## src/rtl/node_setup_pkg.sv

```systemverilog
// shared constants for the bus node setup and positioning loop block
// assumes a 100 MHz system clock and a 32-bit apb register bus
package node_setup_pkg;
    // register byte offsets
    localparam logic [7:0] OFF_CTRL = 8'h00;
    localparam logic [7:0] OFF_NODE_ADDR = 8'h04;
    localparam logic [7:0] OFF_RATE = 8'h08;
    localparam logic [7:0] OFF_TARGET = 8'h0c;
    localparam logic [7:0] OFF_ACTUAL = 8'h10;
    localparam logic [7:0] OFF_STATUS = 8'h14;
    localparam logic [7:0] OFF_NET = 8'h18;
    localparam logic [7:0] OFF_FEATURES = 8'h1c;
    localparam logic [7:0] OFF_ENCODER = 8'h20;
    // control register field positions
    localparam int CTRL_LOOP_BIT = 0;
    localparam int CTRL_START_BIT = 1;
    localparam int CTRL_HEARTBEAT_BIT = 2;
    localparam int CTRL_LEARNED_BIT = 3;
    // network status register field positions
    localparam int NET_BUS_BIT = 0;
    localparam int NET_UCMM_BIT = 1;
    localparam int NET_MINOR_BIT = 2;
    localparam int NET_MAJOR_BIT = 3;
    localparam int NET_COMMERR_BIT = 4;
    // status word bits
    localparam int STAT_BUSY_BIT = 0;
    localparam int STAT_REACHED_BIT = 1;
    localparam int STAT_ERROR_BIT = 9;
    // node address handling
    localparam logic [6:0] SWITCH_BUS_LOW = 7'd64;
    localparam logic [6:0] SWITCH_BUS_HIGH = 7'd99;
    localparam logic [5:0] NODE_ADDR_RESET = 6'h3f;
    localparam int NODE_ADDR_ATTR = 38;
    // bit rate codes in kbaud
    localparam logic [9:0] RATE_125 = 10'd125;
    localparam logic [9:0] RATE_250 = 10'd250;
    localparam logic [9:0] RATE_500 = 10'd500;
    // fixed messaging features
    localparam logic [3:0] EXPLICIT_CONNS = 4'h2;
    localparam logic [3:0] FIXED_ASSEMBLIES = 4'h4;
    localparam int FEAT_POLL_BIT = 8;
    localparam int FEAT_STROBE_BIT = 9;
    localparam int FEAT_COS_BIT = 10;
    localparam int FEAT_MCAST_BIT = 11;
    // loop overshoot of 5/8 turn in encoder increments
    localparam int INCR_PER_TURN = 1024;
    localparam int LOOP_OVERSHOOT = INCR_PER_TURN * 5 / 8;
    // led flash timebase: one second period, half on, half off
    localparam int CLK_HZ = 100_000_000;
    localparam int FLASH_PERIOD_MS = 1000;
    localparam int FLASH_HALF_CYCLES = CLK_HZ / 1000 * FLASH_PERIOD_MS / 2;
endpackage

```

## src/rtl/flash_timebase.sv

```systemverilog
// divided timebase giving a square wave with equal on and off phases
// assumes one clock domain; half period set by the parent
`timescale 1ns/10ps
module flash_timebase #(
    parameter int HALF_CYCLES = 50_000_000
) (
    input wire logic ref_clk,
    input wire logic rst,
    output logic phase
);
    typedef struct packed {
        logic [31:0] count;
        logic phase;
    } tb_state_t;
    tb_state_t s_q, s_d;

    initial begin
        if (HALF_CYCLES < 1) begin
            $error("flash half period must be at least one cycle");
        end
    end

    // count one half period, then toggle the phase
    always_comb begin
        s_d = s_q;
        if (s_q.count >= 32'(HALF_CYCLES - 1)) begin
            s_d.count = 32'h0;
            s_d.phase = ~s_q.phase;
        end else begin
            s_d.count = s_q.count + 32'h1;
        end
    end

    // state register
    always_ff @(posedge ref_clk or posedge rst) begin
        if (rst) begin
            s_q <= '0;
        end else begin
            s_q <= s_d;
        end
    end

    assign phase = s_q.phase;
endmodule // flash_timebase

```

## src/rtl/bus_node_setup.sv

```systemverilog
// bus node setup, bit rate select, positioning loop sequencer and status leds
// assumes an apb master, a motion core that follows moveTarget, and an encoder reading
// How it works
// - node address is tens switch times ten plus ones
// - switch 64..99 uses bus-written address attribute
// - factory switch 99 gives address 63
// - switch below 64 rejects bus address writes
// - slide switch selects bit rate per variant
// - capless variant takes address and rate from bus
// - loop mode: larger target driven straight forward
// - loop mode: smaller target overshoots 5/8 back
// - after loopless reverse, next approach ends forward
// - encoder mismatch on arrival sets status bit 9
// - no-loop mode drives directly, except a reverse right after a loopless reverse
// - exactly two explicit connections offered
// - four fixed-mapping assemblies offered
// - poll, strobe, cos/cyclic; no multicast poll
// - heartbeat off after reset until enabled
// - net led dark without bus, green when operational
// - green flash without ucmm link or learning run
// - red flash for minor fault
// - steady red for major fault
// - red-green alternate flash for communication error
// - yellow led follows motor supply presence
`timescale 1ns/10ps
module bus_node_setup
    import node_setup_pkg::*;
#(
    parameter int FLASH_HALF = FLASH_HALF_CYCLES,
    parameter bit RATE_VARIANT = 1'b0,
    parameter bit HAS_SWITCH_CAP = 1'b1
) (
    input wire logic ref_clk,
    input wire logic rst,
    input wire logic psel,
    input wire logic penable,
    input wire logic pwrite,
    input wire logic [7:0] paddr,
    input wire logic [31:0] pwdata,
    output logic [31:0] prdata,
    output logic pready,
    output logic pslverr,
    input wire logic [3:0] switchTens,
    input wire logic [3:0] switchOnes,
    input wire logic [1:0] rateSwitch,
    input wire logic motorSupplyOk,
    input wire logic moveDone,
    input wire logic [31:0] encoderPos,
    output logic [31:0] moveTarget,
    output logic moveGo,
    output logic [5:0] nodeAddr,
    output logic [9:0] bitRate,
    output logic heartbeatEn,
    output logic ledGreen,
    output logic ledRed,
    output logic ledYellow
);
    // approach sequencer states
    typedef enum logic [1:0] {
        IDLE,
        DRIVE,
        FINISH,
        CHECK
    } move_state_t;

    // the whole state of the block apart from the flash timebase; every output is one field of it
    typedef struct packed {
        move_state_t mv;
        logic loopMode;
        logic heartbeat;
        logic learned;
        logic [5:0] busAddr;
        logic [9:0] busRate;
        logic [31:0] target;
        logic [31:0] actual;
        logic lastReverse;
        logic busy;
        logic reached;
        logic posError;
        logic [4:0] net;
        logic [31:0] cmd;
        logic go;
        logic [5:0] addr;
        logic [9:0] rate;
        logic [31:0] rdata;
        logic ready;
        logic err;
        logic green;
        logic red;
        logic yellow;
    } node_state_t;

    node_state_t s_q, s_d;
    logic flash;
    logic [6:0] switchVal;
    logic [9:0] switchRate;
    logic useBusAddr;
    logic setupPhase;
    logic accessWrite;
    logic [31:0] features;
    logic [31:0] ctrlWord;
    logic [31:0] statusWord;
    logic netBus;
    logic netUcmm;
    logic netMinor;
    logic netMajor;
    logic netCommErr;
    logic goingBack;
    logic needLoop;

    // parameter checks: the logic cannot serve these settings
    initial begin
        if (FLASH_HALF < 1) begin
            $error("flash half period must be positive");
        end
        if (LOOP_OVERSHOOT < 1 || LOOP_OVERSHOOT >= INCR_PER_TURN) begin
            $error("loop overshoot must be a part of one turn");
        end
        if (SWITCH_BUS_HIGH < SWITCH_BUS_LOW) begin
            $error("bus address switch range is empty");
        end
    end

    flash_timebase #(
        .HALF_CYCLES(FLASH_HALF)
    ) u_timebase (
        .ref_clk(ref_clk),
        .rst(rst),
        .phase(flash)
    );

    // decimal switch value and bit rate decode
    always_comb begin
        switchVal = 7'(switchTens) * 7'd10 + 7'(switchOnes);
        useBusAddr = !HAS_SWITCH_CAP || (switchVal >= SWITCH_BUS_LOW && switchVal <= SWITCH_BUS_HIGH);
        case (rateSwitch)
            2'b00: switchRate = RATE_125;
            2'b01: switchRate = RATE_VARIANT ? RATE_250 : RATE_500;
            2'b10: switchRate = RATE_VARIANT ? RATE_500 : RATE_250;
            default: switchRate = s_q.busRate;
        endcase
        if (!HAS_SWITCH_CAP) begin
            switchRate = s_q.busRate;
        end
    end

    // fixed messaging feature word
    always_comb begin
        features = 32'h0;
        features[3:0] = EXPLICIT_CONNS;
        features[7:4] = FIXED_ASSEMBLIES;
        features[FEAT_POLL_BIT] = 1'b1;
        features[FEAT_STROBE_BIT] = 1'b1;
        features[FEAT_COS_BIT] = 1'b1;
        features[FEAT_MCAST_BIT] = 1'b0;
    end

    // control readback; start is a strobe and always reads as zero
    always_comb begin
        ctrlWord = 32'h0;
        ctrlWord[CTRL_LOOP_BIT] = s_q.loopMode;
        ctrlWord[CTRL_START_BIT] = 1'b0;
        ctrlWord[CTRL_HEARTBEAT_BIT] = s_q.heartbeat;
        ctrlWord[CTRL_LEARNED_BIT] = s_q.learned;
    end

    // status word; the error bit holds until the next start
    always_comb begin
        statusWord = 32'h0;
        statusWord[STAT_BUSY_BIT] = s_q.busy;
        statusWord[STAT_REACHED_BIT] = s_q.reached;
        statusWord[STAT_ERROR_BIT] = s_q.posError;
    end

    // network status fields as last written by the bus side
    assign netBus = s_q.net[NET_BUS_BIT];
    assign netUcmm = s_q.net[NET_UCMM_BIT];
    assign netMinor = s_q.net[NET_MINOR_BIT];
    assign netMajor = s_q.net[NET_MAJOR_BIT];
    assign netCommErr = s_q.net[NET_COMMERR_BIT];

    // approach direction; the loop is due on a reverse in loop mode or after a loopless reverse
    assign goingBack = $signed(s_q.target) < $signed(s_q.actual);
    assign needLoop = goingBack && (pwdata[CTRL_LOOP_BIT] || s_q.lastReverse);

    // apb phase decode; a write lands on the edge that samples pready high
    assign setupPhase = psel && !penable;
    assign accessWrite = psel && penable && pwrite && s_q.ready;

    // next state: bus slave, sequencer, leds
    always_comb begin
        s_d = s_q;
        s_d.go = 1'b0;
        // apb: no wait state, ready in the first access cycle
        s_d.ready = setupPhase;
        s_d.err = 1'b0;
        if (setupPhase) begin
            case (paddr)
                OFF_CTRL: s_d.rdata = ctrlWord;
                OFF_NODE_ADDR: s_d.rdata = {26'h0, s_q.addr};
                OFF_RATE: s_d.rdata = {22'h0, s_q.rate};
                OFF_TARGET: s_d.rdata = s_q.target;
                OFF_ACTUAL: s_d.rdata = s_q.actual;
                OFF_STATUS: s_d.rdata = statusWord;
                OFF_NET: s_d.rdata = {27'h0, s_q.net};
                OFF_FEATURES: s_d.rdata = features;
                OFF_ENCODER: s_d.rdata = encoderPos;
                default: begin
                    s_d.rdata = 32'h0;
                    s_d.err = 1'b1;
                end
            endcase
            if (pwrite) begin
                s_d.rdata = 32'h0;
                // node address write is refused while the switches select it
                if (paddr == OFF_NODE_ADDR && !useBusAddr) begin
                    s_d.err = 1'b1;
                end
            end
        end
        // register writes; a refused transfer changes nothing
        if (accessWrite && !s_q.err) begin
            case (paddr)
                OFF_CTRL: begin
                    s_d.loopMode = pwdata[CTRL_LOOP_BIT];
                    s_d.heartbeat = pwdata[CTRL_HEARTBEAT_BIT];
                    s_d.learned = pwdata[CTRL_LEARNED_BIT];
                    if (pwdata[CTRL_START_BIT] && s_q.mv == IDLE) begin
                        s_d.mv = DRIVE;
                        s_d.busy = 1'b1;
                        s_d.reached = 1'b0;
                        s_d.posError = 1'b0;
                        s_d.go = 1'b1;
                        // choose first leg of the approach
                        if (!goingBack) begin
                            s_d.cmd = s_q.target;
                            s_d.lastReverse = 1'b0;
                        end else if (needLoop) begin
                            s_d.cmd = s_q.target - 32'(LOOP_OVERSHOOT);
                        end else begin
                            s_d.cmd = s_q.target;
                            s_d.lastReverse = 1'b1;
                        end
                    end
                end
                OFF_NODE_ADDR: s_d.busAddr = pwdata[5:0];
                OFF_RATE: s_d.busRate = pwdata[9:0];
                OFF_TARGET: s_d.target = pwdata;
                OFF_ACTUAL: s_d.actual = pwdata;
                OFF_NET: s_d.net = pwdata[4:0];
                default: s_d.net = s_q.net;
            endcase
        end
        // approach sequencer
        case (s_q.mv)
            IDLE: s_d.mv = s_d.mv;
            DRIVE: begin
                if (moveDone) begin
                    s_d.actual = s_q.cmd;
                    if (s_q.cmd != s_q.target) begin
                        s_d.mv = FINISH;
                        s_d.cmd = s_q.target;
                        s_d.go = 1'b1;
                        s_d.lastReverse = 1'b0;
                    end else begin
                        s_d.mv = CHECK;
                    end
                end
            end
            FINISH: begin
                if (moveDone) begin
                    s_d.actual = s_q.target;
                    s_d.mv = CHECK;
                end
            end
            CHECK: begin
                s_d.mv = IDLE;
                s_d.busy = 1'b0;
                s_d.reached = 1'b1;
                if (encoderPos != s_q.target) begin
                    s_d.posError = 1'b1;
                end
            end
            default: s_d.mv = IDLE;
        endcase
        // node address and rate outputs
        if (useBusAddr) begin
            s_d.addr = s_q.busAddr;
        end else begin
            s_d.addr = switchVal[5:0];
        end
        // bit rate follows the decoded slide switch, or the bus-written rate in the capless variant
        s_d.rate = switchRate;
        // network led priority: no bus, major, comm error, minor, not ready, ok
        if (!netBus) begin
            s_d.green = 1'b0;
            s_d.red = 1'b0;
        end else if (netMajor) begin
            s_d.green = 1'b0;
            s_d.red = 1'b1;
        end else if (netCommErr) begin
            s_d.green = flash;
            s_d.red = ~flash;
        end else if (netMinor) begin
            s_d.green = 1'b0;
            s_d.red = flash;
        end else if (!netUcmm || !s_q.learned) begin
            s_d.green = flash;
            s_d.red = 1'b0;
        end else begin
            s_d.green = 1'b1;
            s_d.red = 1'b0;
        end
        s_d.yellow = motorSupplyOk;
    end

    // state register with reset values
    always_ff @(posedge ref_clk or posedge rst) begin
        if (rst) begin
            s_q <= '0;
            s_q.mv <= IDLE;
            s_q.busAddr <= NODE_ADDR_RESET;
            s_q.addr <= NODE_ADDR_RESET;
            s_q.busRate <= RATE_125;
            s_q.rate <= RATE_125;
            s_q.heartbeat <= 1'b0;
            s_q.loopMode <= 1'b1;
        end else begin
            s_q <= s_d;
        end
    end

    // outputs straight from flip-flops
    assign prdata = s_q.rdata;
    assign pready = s_q.ready;
    assign pslverr = s_q.err; // err is only ever set together with ready
    assign moveTarget = s_q.cmd;
    assign moveGo = s_q.go;
    assign nodeAddr = s_q.addr;
    assign bitRate = s_q.rate;
    assign heartbeatEn = s_q.heartbeat;
    assign ledGreen = s_q.green;
    assign ledRed = s_q.red;
    assign ledYellow = s_q.yellow;
endmodule // bus_node_setup

```

## config.mk

```make
export PLATFORM = sky130hd
export DESIGN_NAME = bus_node_setup
export DESIGN_NICKNAME = d
export VERILOG_FILES = /design/src/rtl/node_setup_pkg.sv /design/src/rtl/flash_timebase.sv /design/src/rtl/bus_node_setup.sv
export SDC_FILE = /design/constraint.sdc
export NUM_CORES = 1
export LEC_CHECK = 0
export BUFFER_PORTS_ARGS = -buffer_cell sky130_fd_sc_hd__buf_4
export CORE_UTILIZATION = 60
export DETAILED_ROUTE_END_ITERATION = 8
export GPL_TIMING_DRIVEN = 0
export PLACE_DENSITY = 0.87
export SYNTH_ARGS = -nofsm -noshare
export SYNTH_HDL_FRONTEND = slang
export SYNTH_SLANG_ARGS = --single-unit
```

## constraint.sdc

```tcl
create_clock -name ref_clk -period 16.7 [get_ports ref_clk]
set_input_delay 1.67 -clock ref_clk [delete_from_list [all_inputs] [get_ports ref_clk]]
set_output_delay 1.67 -clock ref_clk [all_outputs]
set_load 0.005 [all_outputs]
```

== Word level (Yosys, flattened, before mapping) ==
Cells that the tools add are included.

* Input bits: 89
* Register bits after elaboration: 213
* Word-level logic and storage cells: 122
* Output and inout bits: 87

* Mux-type cells: 44
* $mul: 1
* Bitwise operators: 1
* Add/sub/neg operators: 3
* Reduce and logical (&&, ||, !) cells: 29
* $lt $le $gt $ge: 4
* Equality and inequality tests: 15

{| class="wikitable"
|+ Operators by type and width
! kind !! count
|-
| 32-bit one-hot mux with 9 select lines || 1
|-
| 32-bit 2-to-1 mux || 7
|-
| 33-bit 2-to-1 mux || 6
|-
| 127-bit 2-to-1 mux || 1
|-
| 32-bit != test || 2
|-
| 32-bit one-hot mux with 2 select lines || 1
|-
| 32-bit by 1-bit adder with 32-bit output (second input constant) || 1
|-
| 8-bit by 5-bit == test with 1-bit output (second input constant) || 4
|-
| 32-bit by 26-bit >= comparator with 1-bit output (second input constant) || 1
|-
| 32-bit < comparator || 1
|-
| 32-bit by 10-bit subtractor with 32-bit output (second input constant) || 1
|-
| 10-bit one-hot mux with 3 select lines || 1
|-
| 8-bit by 4-bit == test with 1-bit output (second input constant) || 2
|-
| 2-bit 2-to-1 mux || 8
|-
| 6-bit 2-to-1 mux || 2
|-
| 1-bit 2-to-1 mux || 10
|-
| 10-bit 2-to-1 mux || 1
|-
| 5-bit 2-to-1 mux || 2
|-
| 2-bit AND reduction || 5
|-
| 1-bit logical AND || 9
|-
| 9-bit OR reduction || 1
|-
| 8-bit by 3-bit == test with 1-bit output (second input constant) || 1
|-
| 8-bit by 6-bit == test with 1-bit output (second input constant) || 1
|-
| 8-bit zero test || 1
|-
| 15 further kinds || 27
|}

== Logic depth before layout (Yosys ltp) ==
Gate-level depths: netlist of run 1.

* Depth in word-level cells: 10
* Mapped depth: 11
* Gate-level depth less buffers: 10

== Hierarchy ==
From an unflattened synthesis of run 1, not the netlist that was laid out.

* Cells, all modules: 1361
* Area, all modules: 13033.8 um^2

{| class="wikitable"
|+ By module, submodules not included
! module !! seq. area each (um^2) !! cells each !! area each (um^2) !! times used
|-
| bus_node_setup || 4535.6 || 1206 || 11365.9 || 1
|-
| flash_timebase || 825.8 || 155 || 1667.8 || 1
|}

== Worst setup path before layout of run 1 ==
OpenSTA, ideal clock, no wires.

* Kind: input port to flip-flop
* Start point: input paddr[3]
* End point: register s_q, in the netlist moveTarget[10]
* Cell stages on the path: 8
* Buffers on the path: 1
* Arrival time: 3.576 ns
* Library setup time: 0.126 ns
* Setup slack: 12.998 ns
* Data required time: 16.574 ns
* Path through: or4_1 > nor3b_2 > nand2_1 > nor2_2 > nor2_1 > clkbuf_1 > a311oi_1 > nor2_1

{| class="wikitable"
|+ RTL lines
! element !! RTL line !! source
|-
| from (decl) || bus_node_setup.sv:38 || <nowiki>input wire logic [7:0] paddr,</nowiki>
|-
| to (decl) || bus_node_setup.sv:93 || <nowiki>node_state_t s_q, s_d;</nowiki>
|}

==> results of run 1 <==
-- final cells by class --
class | count | area (um^2) | share of cell area
inverters | 47 | 184 | 0.0121
flip-flops and latches | 213 | 5360 | 0.352
clock inverters | 7 | 98.8 | 0.00649
plain buffers | 168 | 952 | 0.0626
well taps | 270 | 338 | 0.0222
clock buffers | 35 | 712 | 0.0468
repair buffers | 175 | 1330 | 0.0876
multi-input cells | 891 | 6240 | 0.410
-- logic make-up (layout without fill, tap and decap cells) --
logic type      Yosys count  after routing  synth area share
mux                     102            102            0.0866
simple gates            376            376             0.145
xor+xnor                 94             94            0.0648
flops                   213            213             0.422
fa+ha+maj                50             50            0.0504
compound gates          263            263             0.143
other cells               1              6          0.000295
buf+inv                 215            432            0.0888
-- how the worst max path moves through the flow --
stage          cells past startpoint      from              to
3_5_place_dp                       7  paddr[3]  moveTarget[11]
4_1_cts                            7  paddr[3]  moveTarget[11]
2_1_floorplan                      1       rst      bitRate[1]
6_report                           8  paddr[3]  moveTarget[22]
3_3_place_gp                       2       rst        netMajor
5_1_grt                            8  paddr[3]  moveTarget[22]
-- state kept, by name, summed over array words and instances (netlist names) --
register,cells
u_timebase.phase,1
ledYellow,1
ledGreen,1
prdata,32
ledRed,1
bitRate,10
heartbeatEn,1
u_timebase.s_q,32
moveTarget,32
ctrlWord,2
pslverr,1
nodeAddr,6
netUcmm,1
pready,1
s_q,86
netMinor,1
netBus,1
moveGo,1
netCommErr,1
netMajor,1
-- layout by cell type (no fill, tap or decap), types with 10 or more instances in the layout --
cell type,count
inv_1,45
mux2i_1,38
a211oi_1,12
nor4_1,17
nor2_1,76
clkbuf_16,24
nor3_1,26
clkbuf_1,77
dfrtp_1,188
mux2_2,63
a21oi_1,31
a222oi_1,26
xnor2_1,47
or3_1,16
buf_4,256
nand3_1,24
and3_1,14
xor2_1,47
nand2_1,132
nand4_1,28
a311oi_1,10
o21ai_0,71
dfstp_2,25
o21ai_1,20
ha_1,48
a22o_1,33
-- critical path, delay by kind of cell --
kind	cells	cell delay, ns
AND/OR/NAND/NOR	4	1.95
AO/OA/AOI/OAI	2	0.36
buffers and inverters	2	0.79
-- where the power goes --
part	total (mW)	leakage, nW	switching [mW]	internal [mW]
clock	0.540	0.398	0.215	0.326
sequential	0.642	2.78	0.0717	0.570
combinational	0.491	3.98	0.274	0.217
total	1.67	7.16	0.561	1.11
-- through the flow --
stage	hold slack (ns)	total power [mW]	setup slack [ns]
2_1_floorplan	0.440	0.936	9.25
3_3_place_gp	0.462	1.10	7.02
3_5_place_dp	0.471	1.12	12.02
4_1_cts	0.479	1.66	12.50
5_1_grt	0.506	1.74	12.36
6_report	0.477	1.67	12.33
-- layer usage --
| layer | vias up | global-route usage | routed length [um] |
|---|---|---|---|
| met4 | 0 | 0.190 | 1920 |
| met2 | 769 | 0.561 | 17500 |
| li1 | 5030 | - | - |
| met5 | - | 0 | 0 |
| met1 | 5425 | 0.498 | 15800 |
| met3 | 129 | 0.0549 | 4030 |
==> flow_summary.json, run 1 <==
{
  "status": "completed",
  "powerDensity_nw_per_um2": 110,
  "ios": 176,
  "async_flop_share": 1.00,
  "cp_data_required_time_ns": 17.11,
  "avgRoutedWirePerCell_um": 21.7,
  "slew_violations": 0,
  "cp_slowest_cell": "clkbuf_1",
  "h-tree-depth": 1,
  "p_leak_nw": 7.16,
  "reg2regPathDepth": 10,
  "drt_iter0_markers": 1282,
  "numClockSinks": 213,
  "dp_cells": 1764,
  "hp-start": "s_q[174]",
  "ys.warnings.count": 0,
  "num-nets-final": 1659,
  "synth.ff_latch_count": 213,
  "hpwl_mm": 28.9,
  "setup_viol": 0,
  "finalHoldViolCount": 0,
  "final.setup.tns_ns": 0,
  "cts_buffer_depth": 3,
  "max_freq_mhz": 229,
  "min_to": "nodeAddr[5]",
  "gr-total-overflow": 0,
  "antenna_found_initial": 0,
  "ant_nets": 0,
  "yosysSeqAreaShare": 0.422,
  "peakVddDrop_mv": 0.0688,
  "fin_crit_sh": 0.262,
  "min_period_ns": 4.37,
  "num_rows": 52,
  "hold_path_depth": 2,
  "timing.rr.end": "moveTarget[24]",
  "synth_edf_count": 0,
  "cpPeakStageDelay_ns": 0.66,
  "synth_top_area_share": 0.370,
  "critPathCaptureType": "flip-flop",
  "worstMarginPinSlew_ns": 1.20,
  "grt_usage": 0.363,
  "num_vias": 11400,
  "rsz0062_at_grt": "no",
  "grt_start_max_net_pins": 119,
  "final.setup_skew_ns": 0.0128,
  "post-route-util": 0.743,
  "placed_area_um2": 14400,
  "postCtsSetupBuffers": 0,
  "drive_gt1_frac": 0.261,
  "r2r_slack_ns": 13.23,
  "fin_area_um2": 15200,
  "syn_inst": 1314,
  "ctsHoldBuffers": 0,
  "synth_area_um2": 12700,
  "ys_top_cells_by_count": "dfrtp_1, nand2_1, buf_4",
  "die_w_um": 148,
  "coreArea_um2": 20500,
  "yosysMostFrequentCell": "dfrtp_1",
  "globalplace.congestion": 0.940,
  "insertion_delay_ns": 0.53,
  "yosys.area.top_type": "dfrtp_1",
  "clockRootBuffer": "clkbuf_16",
  "path_max_fanout": 10,
  "path_clk_slew_ns": 0.06,
  "cts_made_buffers": 24,
  "max-cap-violations": 0,
  "cp-start-kind": "primary input",
  "fillers": 1464,
  "criticalPathCategory": "in2reg",
  "yosys.cell_types.count": 67,
  "drc": 0,
  "diodes": 0,
  "grt_pass1_vias": 11100,
  "synth-main-ff-cell": "dfrtp_1",
  "drtPass1Iterations": 8,
  "crit_chain": "buf_4 -> or4_1 -> nor3b_2 -> nand2_1 -> nor2_2 -> clkbuf_1 -> o211ai_1 -> o311ai_1",
  "crit_arrival_ns": 4.79,
  "grt_pass1_wl_mm": 60.7,
  "final_cells": 1806,
  "dieArea_um2": 21800,
  "syn_area_per_cell_um2": 9.67,
  "post_cts_resized": 0,
  "start_util": 0.620,
  "viasPerCell": 6.29,
  "area_growth_pct": 19.7,
  "dieHeight_um": 148,
  "cts_tree": "built",
  "hp-class": "reg2reg",
  "netlist_top_cells_area": "dfrtp_1, mux2_2, dfstp_2",
  "r2r_start": "s_q[129]",
  "wirelength_mm": 39.2,
  "slew_headroom": 0.194,
  "io_buffers": 174
}
Power figures use the tool's default switching activity.
==> run 2, diff against run 1 <==
CORE_UTILIZATION = 53   (was 60)
PLACE_DENSITY = 0.81   (was 0.87)
clock period = 3.9 ns   (was 16.7 ns; I/O delays follow)
==> run 2 against run 1 <==
Sequential cell count is the same; first-iteration DRC count decreased by 2.8%; critical path depth rose by 2; sequential share of layout area decreased by 0.28 points; worst hold slack worse by 0.39 ns; sequential power grew to 4.3 times the previous value; core utilization shrank 8.9 points; die area is 13% higher; register-to-register slack got worse by 13 ns; final cell count up 3.0%; wire length is 1.7% higher.
==> flow_summary.json, run 2 (synthesis gave the netlist of run 1 again) <==
{
  "endpoint": "moveTarget[24]",
  "cp_data_required_time_ns": 4.31,
  "reg2regPathDepth": 10,
  "path_clk_slew_ns": 0.06,
  "cellInternalPower_mw": 4.70,
  "p_seq_frac": 0.385,
  "whs_ns": 0.0908,
  "num-nets-final": 1664,
  "criticalPathCategory": "reg2reg",
  "fillers": 1851,
  "post-route-util": 0.654,
  "area_growth_pct": 20.7,
  "grt_start_max_net_pins": 43,
  "power_frac_clock": 0.317,
  "h-tree-depth": 1,
  "slew_headroom": 0.195,
  "num_rows": 56,
  "path_max_fanout": 10,
  "final_cells": 1861,
  "grt_pass1_wl_mm": 60.5,
  "cts_tree": "built",
  "diodes": 0,
  "finalHoldViolCount": 0,
  "min_period_ns": 3.47,
  "cp-start-kind": "flip-flop",
  "dieArea_um2": 24600,
  "crit_arrival_ns": 3.88,
  "power.switching_mw": 2.40,
  "mostFrequentLayoutCell": "buf_4",
  "fin_crit_sh": 0.890,
  "powerDensity_nw_per_um2": 463,
  "insertion_delay_ns": 0.53,
  "startpoint": "s_q[129]",
  "dp_cells": 1817,
  "cp_slowest_cell": "dfrtp_1",
  "worstMarginPinSlew_ns": 1.20,
  "r2r_start": "s_q[129]",
  "cpPeakStageDelay_ns": 0.56,
  "drt_iter0_markers": 1246,
  "avgRoutedWirePerCell_um": 21.4,
  "p_leak_nw": 7.17,
  "die_w_um": 157,
  "start_util": 0.542,
  "numClockSinks": 213,
  "drive_gt1_frac": 0.262,
  "wirelength_mm": 39.9,
  "most-common-layout-cells": "buf_4, dfrtp_1, nand2_1, clkbuf_1, nor2_1",
  "switching_share": 0.338,
  "viasPerCell": 6.02,
  "coreArea_um2": 23500,
  "clockRootBuffer": "clkbuf_16",
  "rsz0062_at_grt": "no",
  "cts_buffer_depth": 3,
  "registers.top_by_ff_count": "s_q",
  "hpwl_mm": 30.2,
  "antenna_found_initial": 0,
  "r2r_slack_ns": 0.43,
  "max_freq_mhz": 288,
  "crit_chain": "ha_1 -> or3_1 -> o21ai_0 -> o31ai_1 -> o31a_1 -> nor3_4 -> mux2i_1 -> buf_4 -> nand4_1 -> mux2_1",
  "globalplace.congestion": 0.953,
  "slew_violations": 0,
  "status": "completed",
  "drc": 0,
  "io_buffers": 174,
  "dieHeight_um": 157,
  "grt_usage": 0.326,
  "drtPass1Iterations": 9,
  "preCtsSetupSlack_ns": 0.595,
  "hp-class": "in2reg",
  "max-cap-violations": 0,
  "final.setup_skew_ns": 0.00730,
  "crit_buf_inv": 1,
  "timing.rr.end": "moveTarget[24]",
  "grt_pass1_vias": 10900,
  "ant_nets": 0,
  "ios": 176,
  "gr-total-overflow": 0,
  "setup_viol": 0,
  "setup_slack_ns": 0.429,
  "path_delay_family": "multiplexers",
  "p_comb_frac": 0.297,
  "cp.depth": 10,
  "cts_made_buffers": 23,
  "num_vias": 11200,
  "largest_reg_flops": 86,
  "postCtsSetupBuffers": 0,
  "peakVddDrop_mv": 0.295,
  "critPathCaptureType": "flip-flop"
}
==> run 2: changes by cell type in the layout (fill, tap and decap cells not counted) <==
cell           previous run  this run
clkbuf_1                 77        78
clkbuf_16                24        23
clkbuf_8                  7         5
buf_12                    0         5
buf_16                    1         0
clkinv_8                  1         0
inv_16                    0         1
clkinvlp_4                1         4
inv_8                     1         0
dlygate4sd3_1             0         2
==> run 2: tightest hold or removal path: cells and delay by family <==
family	cells	cell delay, ns
AOI/OAI and AO/OA	1	0.06
and+or+nand+nor	1	0.04
buffers and inverters	1	0.10
==> run 2: worst min path at each step <==
stage	from	to	slack, ns	cells after the start
after CTS	pwdata[25]	s_q[152]	0.08	3
after detailed placement	s_q[168]	bitRate[9]	0.47	1
after global routing	pwdata[25]	s_q[152]	0.1	3
final	pwdata[25]	s_q[152]	0.09	3
after floorplan	motorSupplyOk	ledYellow	0.42	0
after global placement	s_q[174]	nodeAddr[5]	0.46	2
==> run 2: what timing repair did <==
action                    in CTS  in global routing
resized for setup              0                  0
hold endpoints to repair      19                  0
hold buffers                   2                  0
==> run 2: final cells by class <==
cell class                 instances  area, um^2  area share
inverter                          47         180      0.0117
buffer                           168         952      0.0621
timing repair buffer             181        1430      0.0930
clock buffer                      33         663      0.0432
clock inverter                     9         118     0.00767
tap                              319         399      0.0260
sequential                       213        5360       0.350
multi-input combinational        891        6240       0.407
==> run 2: through the flow <==
| step | cell area (um^2) | total power, mW | TNS (ns) |
|---|---|---|---|
| finish | 15300 | 7.10 | 0 |
| global route | 15300 | 7.40 | 0 |
| detailed placement | 14500 | 4.81 | 0 |
| CTS | 15300 | 7.07 | 0 |
| floorplan | 12700 | 4.01 | 0 |
| global placement | 14400 | 4.74 | -86.49 |
==> run 2: layer usage <==
layer	wire (um)	share of wire	vias up	GRT usage
li1	-	-	5038	-
met1	16000	0.40	5410	0.432
met2	18400	0.46	653	0.529
met3	4000	0.10	104	0.0557
met4	1510	0.038	0	0.137
met5	0	0	-	0
==> run 2: power groups by stage <==
stage / Sequential, mW / Clock, mW / Combinational (mW)
3_5_place_dp: 2.75 / 0 / 2.05
5_1_grt: 2.75 / 2.36 / 2.29
6_report: 2.74 / 2.25 / 2.11
2_1_floorplan: 2.63 / 0 / 1.38
4_1_cts: 2.72 / 2.27 / 2.08
3_3_place_gp: 2.75 / 0 / 1.99
==> run 3, diff against run 2 <==
CTS_BUF_LIST = sky130_fd_sc_hd__clkbuf_4 sky130_fd_sc_hd__clkbuf_8 sky130_fd_sc_hd__clkbuf_16   (was default)
==> run 3 against run 2 <==
Final cell count unchanged; sequential cell count unchanged; via count decreased by 0.21%; clock-buffer cell count unchanged; largest cell class unchanged; clock skew increased by 0.0017 ns; total power increased by 0.57%; sequential share of layout area about the same; clock power increased by 2%; largest power group unchanged.
==> flow_summary.json, run 3 (synthesis gave the netlist of run 1 again) <==
{
  "status": "completed",
  "h-tree-depth": 1,
  "drive_gt1_frac": 0.265,
  "cp_data_required_time_ns": 4.31,
  "final.setup_skew_ns": 0.00897,
  "largest_reg_flops": 86,
  "num_vias": 11200,
  "registers.top_by_ff_count": "s_q",
  "powerDensity_nw_per_um2": 465,
  "ios": 176,
  "insertion_delay_ns": 0.53,
  "hp-class": "in2reg",
  "drtPass1Iterations": 9,
  "preCtsSetupSlack_ns": 0.595,
  "mostFrequentLayoutCell": "buf_4",
  "io_buffers": 174,
  "diodes": 0,
  "path_clk_slew_ns": 0.06,
  "min_period_ns": 3.45,
  "p_comb_frac": 0.296,
  "antenna_found_initial": 0,
  "slew_violations": 0,
  "fin_crit_sh": 0.885,
  "crit_arrival_ns": 3.86,
  "avgRoutedWirePerCell_um": 21.4,
  "whs_ns": 0.0911,
  "p_leak_nw": 7.19,
  "fin_area_um2": 15400,
  "post_cts_resized": 0,
  "cts_made_buffers": 23,
  "drc": 0,
  "grt_usage": 0.327,
  "placed_area_um2": 14500,
  "start_util": 0.542,
  "power_frac_clock": 0.321,
  "criticalPathCategory": "reg2reg",
  "cts_tree": "built",
  "grt_start_max_net_pins": 43,
  "postCtsSetupBuffers": 0,
  "coreArea_um2": 23500,
  "gr-total-overflow": 0,
  "cts_buffer_depth": 3,
  "ant_nets": 0,
  "worstMarginPinSlew_ns": 1.19,
  "area_growth_pct": 20.8,
  "rsz0062_at_grt": "no",
  "setup_slack_ns": 0.449,
  "setup_viol": 0,
  "grt_pass1_vias": 10900,
  "globalplace.congestion": 0.953,
  "ctsHoldBuffers": 2,
  "cellInternalPower_mw": 4.73,
  "numClockSinks": 213,
  "peakVddDrop_mv": 0.296,
  "critPathCaptureType": "flip-flop",
  "power.switching_mw": 2.41,
  "max-cap-violations": 0,
  "finalHoldViolCount": 0,
  "die_w_um": 157,
  "max_freq_mhz": 290,
  "slew_headroom": 0.202,
  "hpwl_mm": 30.2,
  "wirelength_mm": 39.9,
  "cp-start-kind": "flip-flop",
  "post-route-util": 0.654,
  "num_rows": 56,
  "most-common-layout-cells": "buf_4, dfrtp_1, nand2_1, nor2_1, clkbuf_1",
  "grt_pass1_wl_mm": 60.6,
  "switching_share": 0.337,
  "drt_iter0_markers": 1275,
  "viasPerCell": 6.01,
  "clockRootBuffer": "clkbuf_16",
  "num-nets-final": 1664,
  "dieArea_um2": 24600,
  "path_max_fanout": 10,
  "dieHeight_um": 157,
  "p_seq_frac": 0.383
}
[run 3: changes by cell type in the layout (fill, tap and decap cells not counted)]
| cell | before | now |
|---|---|---|
| clkbuf_1 | 78 | 73 |
| clkbuf_4 | 0 | 5 |
[run 3: worst max-delay path, cell delays in order, from the launching register on]
cell	delay, ns
dfrtp_1	0.57
ha_1	0.30
or3_1	0.33
o21ai_0	0.09
o31ai_1	0.12
o31a_1	0.31
nor3_4	0.28
mux2i_1	0.54
buf_4	0.30
nand4_1	0.13
mux2_1	0.36
[run 3: layout make-up]
class                      instances  area [um^2]
inverter                          47          180
timing repair buffer             181         1430
clock buffer                      33          682
tap                              319          399
clock inverter                     9          118
multi-input combinational        891         6240
sequential                       213         5360
fill                            1846         8110
buffer                           168          952
[run 3: final timing paths]
| path | start | endpoint | slack (ns) | cells after the start |
|---|---|---|---|---|
| setup / recovery | s_q[129] | moveTarget[24] | 0.45 | 10 |
| hold / removal | pwdata[25] | s_q[152] | 0.09 | 3 |
| setup reg to reg | s_q[129] | moveTarget[24] | 0.45 | 10 |
| hold reg to reg | s_q[174] | nodeAddr[5] | 0.47 | 2 |
| max in group asynchronous | rst | bitRate[6] | 2.39 | 5 |
| min in group asynchronous | rst | u_timebase.s_q[7] | 0.56 | 3 |
[run 3: metal layers]
metal | track usage | share of wire | up-vias
met1 | 0.430 | 0.40 | 5383
met3 | 0.0576 | 0.099 | 119
met5 | 0 | 0 | -
li1 | - | - | 5040
met2 | 0.531 | 0.46 | 639
met4 | 0.137 | 0.042 | 0
[run 3: through the flow]
| stage | total power, mW | cells | setup TNS (ns) |
|---|---|---|---|
| 6_report | 7.14 | 1861 | 0 |
| 5_1_grt | 7.43 | 1861 | 0 |
| 2_1_floorplan | 4.01 | 1319 | 0 |
| 3_3_place_gp | 4.74 | 1812 | -86.49 |
| 3_5_place_dp | 4.81 | 1817 | 0 |
| 4_1_cts | 7.11 | 1861 | 0 |
[run 3: power by group through the flow]
| stage | Sequential, mW | Combinational (mW) | Clock, mW |
|---|---|---|---|
| after floorplan | 2.63 | 1.38 | 0 |
| after global placement | 2.75 | 1.99 | 0 |
| after detailed placement | 2.75 | 2.05 | 0 |
| after CTS | 2.72 | 2.09 | 2.31 |
| after global routing | 2.75 | 2.29 | 2.40 |
| final | 2.74 | 2.12 | 2.29 |
